<file path="config.mk">
export PLATFORM = sky130hd
export DESIGN_NAME = pue_uncorr_error_log
export DESIGN_NICKNAME = d
export VERILOG_FILES = /design/src/pkg/pue_pkg.sv /design/src/core/pue_uncorr_error_log.sv
export SDC_FILE = /design/constraint.sdc
export NUM_CORES = 1
export LEC_CHECK = 0
export BUFFER_PORTS_ARGS = -buffer_cell sky130_fd_sc_hd__buf_2
export CAP_MARGIN = 20
export CORE_MARGIN = 4
export CORE_UTILIZATION = 53
export DETAILED_ROUTE_END_ITERATION = 12
export PLACE_DENSITY = 0.81
export SLEW_MARGIN = 0
export SYNTH_ARGS = -nofsm -noshare
export SYNTH_HDL_FRONTEND = slang
export SYNTH_SLANG_ARGS = --single-unit
</file>
<file path="constraint.sdc">
create_clock -name i_clk_sys -period 2.4 [get_ports i_clk_sys]
set_input_delay 0.48 -clock i_clk_sys [delete_from_list [all_inputs] [get_ports i_clk_sys]]
set_output_delay 0.48 -clock i_clk_sys [all_outputs]
set_load 0.05 [all_outputs]
</file>
<file path="src/pkg/pue_pkg.sv">
package pue_pkg;

  // Register map, reached at its configuration space byte offset.
  localparam logic [11:0] STATUS_OFFSET    = 12'h104;
  localparam logic [31:0] STATUS_RESET     = 32'h0000_0000;

  // Bit positions of the uncorrectable error status register.
  localparam int          BIT_UNSUP_REQ    = 20;
  localparam int          BIT_E2E_CRC      = 19;
  localparam int          BIT_MALFORMED    = 18;
  localparam int          BIT_RX_OVERFLOW  = 17;
  localparam int          BIT_UNEXP_CPL    = 16;
  localparam int          BIT_CPL_ABORT    = 15;
  localparam int          BIT_CPL_TIMEOUT  = 14;
  localparam int          BIT_FC_PROTOCOL  = 13;

  // Implemented bits, and those among them that load the header log.
  localparam logic [31:0] STATUS_IMPL_MASK = 32'h0017_E000;
  localparam logic [31:0] HDR_LOG_MASK     = 32'h0017_8000;

  // Completion timeout window.
  localparam int          CLK_PERIOD_NS    = 40;
  localparam int          CPL_TO_MIN_NS    = 50_000;
  localparam int          CPL_TO_MAX_NS    = 16_000_000;
  localparam int          CPL_TO_MIN_CYC   = (CPL_TO_MIN_NS + CLK_PERIOD_NS - 1) / CLK_PERIOD_NS;
  localparam int          CPL_TO_MAX_CYC   = CPL_TO_MAX_NS / CLK_PERIOD_NS;
  localparam int          CPL_TO_DEF_CYC   = 25_000;

  // Request tracker geometry.
  localparam int          TAG_W            = 2;
  localparam int          SLOTS            = 4;
  localparam int          CNT_W            = 19;

  // Flow control classes; a credit value of zero advertises infinite credit.
  localparam logic [1:0]  FC_POSTED        = 2'h0;
  localparam logic [1:0]  FC_NON_POSTED    = 2'h1;
  localparam logic [1:0]  FC_COMPLETION    = 2'h2;
  localparam int          FC_CLASSES       = 3;

endpackage : pue_pkg

</file>
<file path="src/core/pue_uncorr_error_log.sv">
// Summary of operation
// - Status bits stay set; writing one clears a bit, writing zero keeps it.
// - Status bits survive ordinary reset; only power-on reset zeroes them.
// - End-to-end CRC bit 19 and bits 31:21 always read zero, ignore writes.
// - Unsupported request sets bit 20 and logs the header if first error.
// - Only the first error of bits 20 and 18:15 loads the header log; timeout and flow control errors (bits 14, 13) never load it.
// - Malformed received packet sets bit 18.
// - Overflow of posted, non-posted or completion receive queue sets bit 17.
// - Completion matching no outstanding request sets bit 16.
// - Legal request violating this device's programming model sets bit 15.
// - Uncompleted request times out between 50 us and 16 ms, setting bit 14.
// - Finite credit update for a class advertised infinite sets bit 13.
module pue_uncorr_error_log #(
  parameter int P_CPL_TIMEOUT_CYC = pue_pkg::CPL_TO_DEF_CYC
) (
  input  wire logic                      i_clk_sys,
  input  wire logic                      i_resetn,
  input  wire logic                      i_hot_reset,
  input  wire logic                      i_cfg_wr,
  input  wire logic                      i_cfg_rd,
  input  wire logic [11:0]               i_cfg_addr,
  input  wire logic [31:0]               i_cfg_wdata,
  input  wire logic                      i_unsup_req,
  input  wire logic                      i_malformed,
  input  wire logic                      i_ovf_posted,
  input  wire logic                      i_ovf_non_posted,
  input  wire logic                      i_ovf_completion,
  input  wire logic                      i_unexp_cpl,
  input  wire logic                      i_cpl_abort,
  input  wire logic                      i_req_issue,
  input  wire logic [pue_pkg::TAG_W-1:0] i_req_tag,
  input  wire logic                      i_cpl_rcv,
  input  wire logic [pue_pkg::TAG_W-1:0] i_cpl_tag,
  input  wire logic                      i_fc_init_vld,
  input  wire logic                      i_fc_upd_vld,
  input  wire logic [1:0]                i_fc_class,
  input  wire logic [7:0]                i_fc_hdr_cred,
  input  wire logic [11:0]               i_fc_data_cred,
  output logic [31:0]                    o_cfg_rdata,
  output logic                           o_cfg_rvalid,
  output logic [31:0]                    o_uncorr_status,
  output logic                           o_hdr_log_load,
  output logic                           o_first_err_logged
);

  localparam logic [pue_pkg::CNT_W-1:0] TO_LAST = pue_pkg::CNT_W'(P_CPL_TIMEOUT_CYC - 1);

  function automatic logic is_status_addr(input logic [11:0] addr);
    is_status_addr = (addr == pue_pkg::STATUS_OFFSET);
  endfunction : is_status_addr

  logic [31:0]               status_q;
  logic [31:0]               status_d;
  logic                      first_q;
  logic                      first_d;
  logic                      load_q;
  logic                      load_d;
  logic [pue_pkg::SLOTS-1:0] slot_vld_q;
  logic [pue_pkg::SLOTS-1:0] slot_vld_d;
  logic [pue_pkg::CNT_W-1:0] slot_cnt_q [pue_pkg::SLOTS];
  logic [pue_pkg::CNT_W-1:0] slot_cnt_d [pue_pkg::SLOTS];
  logic [5:0]                fc_inf_q;
  logic [5:0]                fc_inf_d;
  logic [31:0]               rdata_q;
  logic [31:0]               rdata_d;
  logic                      rvalid_q;
  logic                      rvalid_d;
  logic                      cto_ev;
  logic                      stray_cpl;
  logic                      fcpe_ev;
  logic [31:0]               set_vec;
  logic [31:0]               clr_vec;
  logic                      hdr_ev;
  logic                      wr_status;

  assign wr_status = i_cfg_wr && is_status_addr(i_cfg_addr);

  // Outstanding request tracker; a completion in the expiry cycle wins over the timeout.
  always_comb begin
    slot_vld_d = slot_vld_q;
    slot_cnt_d = slot_cnt_q;
    cto_ev     = 1'b0;
    stray_cpl  = 1'b0;
    for (int i = 0; i < pue_pkg::SLOTS; i++) begin
      if (slot_vld_q[i]) begin
        if (i_cpl_rcv && (i_cpl_tag == pue_pkg::TAG_W'(i))) begin
          slot_vld_d[i] = 1'b0;
        end else if (slot_cnt_q[i] == TO_LAST) begin
          slot_vld_d[i] = 1'b0;
          cto_ev        = 1'b1;
        end else begin
          slot_cnt_d[i] = slot_cnt_q[i] + pue_pkg::CNT_W'(1);
        end
      end
    end
    if (i_cpl_rcv && !slot_vld_q[i_cpl_tag]) begin
      stray_cpl = 1'b1;
    end
    if (i_req_issue) begin
      slot_vld_d[i_req_tag] = 1'b1;
      slot_cnt_d[i_req_tag] = '0;
    end
    if (i_hot_reset) begin
      slot_vld_d = '0;
      for (int i = 0; i < pue_pkg::SLOTS; i++) begin
        slot_cnt_d[i] = '0;
      end
    end
  end

  always_ff @(posedge i_clk_sys or negedge i_resetn) begin
    if (!i_resetn) begin
      slot_vld_q <= '0;
      for (int i = 0; i < pue_pkg::SLOTS; i++) begin
        slot_cnt_q[i] <= '0;
      end
    end else begin
      slot_vld_q <= slot_vld_d;
      slot_cnt_q <= slot_cnt_d;
    end
  end

  // Flow control credit tracking: remember which credits were advertised infinite.
  always_comb begin
    fc_inf_d = fc_inf_q;
    fcpe_ev  = 1'b0;
    if (i_fc_class != 2'h3) begin
      if (i_fc_init_vld) begin
        fc_inf_d[{i_fc_class, 1'b0}] = (i_fc_hdr_cred == 8'h00);
        fc_inf_d[{i_fc_class, 1'b1}] = (i_fc_data_cred == 12'h000);
      end else if (i_fc_upd_vld) begin
        fcpe_ev = (fc_inf_q[{i_fc_class, 1'b0}] && (i_fc_hdr_cred != 8'h00)) ||
                  (fc_inf_q[{i_fc_class, 1'b1}] && (i_fc_data_cred != 12'h000));
      end
    end
    if (i_hot_reset) begin
      fc_inf_d = '0;
    end
  end

  always_ff @(posedge i_clk_sys or negedge i_resetn) begin
    if (!i_resetn) begin
      fc_inf_q <= '0;
    end else begin
      fc_inf_q <= fc_inf_d;
    end
  end

  // Sticky status, first-error indication and header log load strobe.
  always_comb begin
    set_vec                           = '0;
    set_vec[pue_pkg::BIT_UNSUP_REQ]   = i_unsup_req;
    set_vec[pue_pkg::BIT_MALFORMED]   = i_malformed;
    set_vec[pue_pkg::BIT_RX_OVERFLOW] = i_ovf_posted | i_ovf_non_posted | i_ovf_completion;
    set_vec[pue_pkg::BIT_UNEXP_CPL]   = i_unexp_cpl | stray_cpl;
    set_vec[pue_pkg::BIT_CPL_ABORT]   = i_cpl_abort;
    set_vec[pue_pkg::BIT_CPL_TIMEOUT] = cto_ev;
    set_vec[pue_pkg::BIT_FC_PROTOCOL] = fcpe_ev;
    clr_vec  = wr_status ? i_cfg_wdata : 32'h0000_0000;
    // A set in the clearing cycle wins; unimplemented bits are forced to zero.
    status_d = ((status_q & ~clr_vec) | set_vec) & pue_pkg::STATUS_IMPL_MASK;
    hdr_ev   = |(set_vec & pue_pkg::HDR_LOG_MASK);
    load_d   = hdr_ev && !first_q;
    first_d  = (first_q || load_d) && (status_d != 32'h0000_0000);
  end

  // Only power-on reset reaches these flops; hot reset leaves them alone.
  always_ff @(posedge i_clk_sys or negedge i_resetn) begin
    if (!i_resetn) begin
      status_q <= pue_pkg::STATUS_RESET;
      first_q  <= 1'b0;
      load_q   <= 1'b0;
    end else begin
      status_q <= status_d;
      first_q  <= first_d;
      load_q   <= load_d;
    end
  end

  // Configuration read port; other offsets read as zero.
  always_comb begin
    rvalid_d = i_cfg_rd && !i_hot_reset;
    rdata_d  = 32'h0000_0000;
    if (i_cfg_rd && is_status_addr(i_cfg_addr)) begin
      rdata_d = status_q;
    end
  end

  always_ff @(posedge i_clk_sys or negedge i_resetn) begin
    if (!i_resetn) begin
      rdata_q  <= 32'h0000_0000;
      rvalid_q <= 1'b0;
    end else begin
      rdata_q  <= rdata_d;
      rvalid_q <= rvalid_d;
    end
  end

  assign o_cfg_rdata        = rdata_q;
  assign o_cfg_rvalid       = rvalid_q;
  assign o_uncorr_status    = status_q;
  assign o_hdr_log_load     = load_q;
  assign o_first_err_logged = first_q;
endmodule : pue_uncorr_error_log

</file>
=== After elaboration in Yosys (flattened, before gate mapping) ===
Index checks and enable logic that the tools add are counted.

* Bits in registers: 128
* Input bits: 86
* Output and inout port bits: 67
* Logic and storage cells: 139

* Add/sub/neg operators: 4
* Order comparisons: 9
* Equal/unequal tests: 9
* Muxes and demuxes: 65
* Bitwise logic cells: 10
* Reduce and logical (&&, ||, !) cells: 31

{| class="wikitable"
|+ Operators by type and width
! kind !! number
|-
| 2-to-1 mux 19 bit || 13
|-
| 2-to-1 mux 76 bit || 2
|-
| adder 19 x 1 -> 19 bit (second input constant) || 4
|-
| bitwise AND 76 bit || 1
|-
| == test 19 x 15 -> 1 bit (second input constant) || 4
|-
| inverter 76 bit || 1
|-
| 2-to-1 mux 21 bit || 2
|-
| demux 19 bit (select 2 bit) || 1
|-
| 2-to-1 mux 1 bit || 34
|-
| nonzero test 32 bit || 1
|-
| bitwise AND 21 bit || 1
|-
| inverter 21 bit || 1
|-
| OR 21 bit || 1
|-
| 2-to-1 mux 6 bit || 3
|-
| logical AND 1 bit || 16
|-
| bitwise mux 6 bit || 2
|-
| == test 12 x 9 -> 1 bit (second input constant) || 1
|-
| zero test 12 bit || 1
|-
| nonzero test 12 bit || 1
|-
| zero test 8 bit || 1
|-
| < comparator 3 x 4 -> 1 bit (second input constant) || 2
|-
| 2-to-1 mux 4 bit || 2
|-
| nonzero test 8 bit || 1
|-
| binary-select mux 1 bit (select 2 bit) || 3
|-
| other kinds (18) || 29
|}

=== Logic depth before layout (Yosys ltp) ===
* Depth after elaboration: 16
* Mapped depth: 8
* Gate-level depth less buffers: 7

=== Worst setup path before layout ===
Ideal clock, no wire load.

* Kind: register -> register
* Start point: register slot_cnt_q[49] (netlist name)
* End point: register slot_cnt_q[51] (netlist name)
* Library setup time: 0.132 ns
* Data arrival time: 1.649 ns
* Required time: 2.268 ns
* Path slack: 0.619 ns
* Stages on the path, launching flop included: 8
* Path buffers: 1
* Period minus slack after synthesis: 1.781 ns
* Cell sequence: dfrtp_1 or4b_4 nor4_4 a21oi_2 buf_6 nand3_1 xor2_1 nor2_1

{| class="wikitable"
|+ RTL lines
! item !! RTL line !! text
|-
| start, declared || pue_uncorr_error_log.sv:60 || <nowiki>logic [pue_pkg::CNT_W-1:0] slot_cnt_q [pue_pkg::SLOTS];</nowiki>
|-
| start signal, assigned || pue_uncorr_error_log.sv:119 || <nowiki>slot_cnt_q <= slot_cnt_d;</nowiki>
|}

==> results.txt <==
Peak supply drop: 249.1 uV
Power Total: 3.142 mW
Nature of the critical path endpoint: flop
Wire length on met1: 4875 um
CP bufs+invs: 0
Clk_skew: 0.01218 ns
#FFs+latches synth: 103
Clock tree buffer depth: 2
Clk slew on worst S/H paths: 0.11 ns
Post-cts sizing count: 0
Yosys warns: 0
Clock latency on the worst-skew pair: 0.37 ns
Startpoint types: flop
Core Area: 10320 um^2
Seq/Total Area, Yosys: 45.86%
CTS tree: built
Post-route ant nets: 0
Leak: 2.843 nW
Via count: 4367
# IOs: 153
Setup TNS Final: 0 ns
Vias per Instance: 5.339
Post-DP HPWL: 8697 um
Area after DPL: 6001 um^2
Crit path kind: reg2reg
Period minus WS final: 2.077 ns
Least-Margin Pin Slew: 0.7811 ns
Met3 wire length: 779 um
Critical-path top delay cell: a21oi_2
Drt total wl: 11590 um
Horiz. Die Dim: 111.0 um
Mapped Cells: 594
RSZ-0062 raised after global routing: false
Post-synth EDFFs: 0
Critical path startpoint: slot_cnt_q[40]
Primary FF master, synth: dfrtp_1
Slew HR: 47.93%
Top sig layer: met5
Synth top area cells: dfrtp_1 46%, xor2_1 6.9%, buf_4 6.7%
Count of final hold-check violations: 0
Largest net degree at the start of global routing: 52
Vias in the first global route: 4250
Row count: 37
Filler cells: 877
Maxcap violations: 0
Setup WS post-layout: 0.3225 ns
Per-cell routed wire length: 14.17 um
Total Routing Usage GR: 18.89%
Hold Path Class: in2async
Nets: 766
CP Data Required Time: 2.66 ns
Gr ovfl total: 0
# DRC: 0
Crit path max fanout: 17
Outcome: finished clean
Cts hold-fix bufs: 0
Setup Viol. Count Final: 0
Post-synth top area cell: dfrtp_1
PwrDens: 508.1 nW/um^2
Drt initial violations: 328
CP max stage delay: 0.64 ns
First-pass GRT wire length: 19420 um
Finished Core Util: 59.91%
Top cell type's share of synthesized area: 45.86%
Drt first pass iters: 4
CTS Root Cell: clkbuf_8
Critical path arrival: 2.34 ns
Non-filler instance count after layout: 818
Routed length on met2: 5808 um
Netlist cell types: 48
CTS buffer count: 9
Initial Utilization: 54.44%
Register Area: 2577 um^2
Netlist Area Pre-Place: 5620 um^2
Syn-to-layout area delta: 10.04%
Crit-path cells: nor4b_1 > and4b_1 > a21oi_2 > and3_2 > xnor2_1 > nor2_1
Design area: 6185 um^2
Layout cells sized above 1: 17.47%
Die ar.: 12320 um^2
Worst r2r src: slot_cnt_q[40]
Crit share post-route: 86.56%
Slew Viols, Final: 0
Initial antenna violation count: 2
H-Tree Depth: 3
Syn Area/Cell: 9.462 um^2
Peak Freq: 0.4814 GHz
Worst hold margin: 0.1218 ns
Vert. Die Dim: 111.0 um
Dpl ws: 0.1862 ns
Port Buffers: 77
Placed insts: 801
Area of the multi-input gates: 2721 um^2
Ys async rst share: 100.0%
GPL Wtd Cong: 0.8467
Post-CTS setup buffer count: 0
Clock sink total: 103
Top delay family on crit path: simple AND/OR/NAND/NOR gates
-- power by group --
part / total [mW] / switching (mW) / internal, mW
registers: 1.75 / 0.00715 / 1.74
clock network: 1.02 / 0.629 / 0.394
logic: 0.370 / 0.293 / 0.0770
total: 3.14 / 0.929 / 2.21
-- synth_stat cells (2+ instances only) --
master       n
dfrtp_1    103
nor2_1      92
buf_4       50
xor2_1      44
nand2_1     29
nand3_1     27
nand4_1     24
xnor2_1     22
inv_1       19
nor3_1      16
o21ai_0     16
and3_1      14
nor4_1      13
a21oi_1     12
and2_1      11
or3_1       11
clkbuf_1    10
mux2i_1     10
and4_1       8
nor4b_1      7
or2_2        7
nand2b_1     5
ha_1         4
nand3b_1     4
nor2b_1      3
a2bb2oi_1    2
and3_2       2
and3b_1      2
and4_2       2
and4b_1      2
buf_2        2
nor3b_1      2
o21a_1       2
o21ai_1      2
or4_1        2
-- layout by cell type (no fill, tap or decap), drive strengths merged, types with 18 or more instances in the layout --
master / Yosys / routed
nor2: 92 / 92
o21ai: 18 / 18
inv: 19 / 21
buf: 53 / 85
xnor2: 22 / 22
nand2: 29 / 29
conb: 1 / 50
nand4: 24 / 24
nand3: 27 / 27
xor2: 44 / 44
dfrtp: 103 / 103
-- state kept, by name (all words and copies together) (netlist names) --
register            cells
fc_inf_q                6
o_cfg_rdata             7
o_cfg_rvalid            1
o_first_err_logged      1
o_hdr_log_load          1
o_uncorr_status         7
slot_cnt_q             76
slot_vld_q              4
-- worst reg2reg max path, delay by kind of cell, from the launching register on --
| family | cells | cell delay, ns |
|---|---|---|
| flops | 1 | 0.44 |
| compound gates | 1 | 0.64 |
| simple gates | 4 | 0.76 |
| xor+xnor | 1 | 0.13 |
-- cell type report --
type | instances | share of cell area, %
multi-input combinational | 458 | 44.00
inverter | 19 | 1.153
clock inverter | 6 | 0.8699
sequential | 103 | 41.68
tap | 136 | 2.751
clock buffer | 10 | 2.064
antenna | 1 | 0.04046
timing repair buffer | 85 | 7.445
-- worst paths after layout --
check	slack, ns	to	cells past startpoint
max in group asynchronous	1.60	slot_cnt_q[13]	2
min in group i_clk_sys	0.30	o_uncorr_status[17]	3
setup reg to reg	0.32	slot_cnt_q[41]	6
hold / removal	0.12	o_cfg_rdata[15]	1
hold reg to reg	0.50	o_hdr_log_load	1
setup / recovery	0.32	slot_cnt_q[41]	6
-- routing by layer --
metal,global-route usage (%),vias to the layer above
met3,5.295,11
met5,0,-
met4,4.844,4
met2,31.88,113
met1,24.04,2131
li1,-,2108
-- cells by family after synthesis --
| group | share of synthesized area, % |
|---|---|
| adders and majority gates | 0.8905 |
| AOI/OAI and AO/OA | 4.697 |
| DFF | 45.86 |
| buffers and inverters | 8.994 |
| muxes | 2.182 |
| and+or+nand+nor | 27.03 |
| other | 0.06672 |
| xor gates and xnor gates | 10.28 |
(Power assumes the default switching activity.)
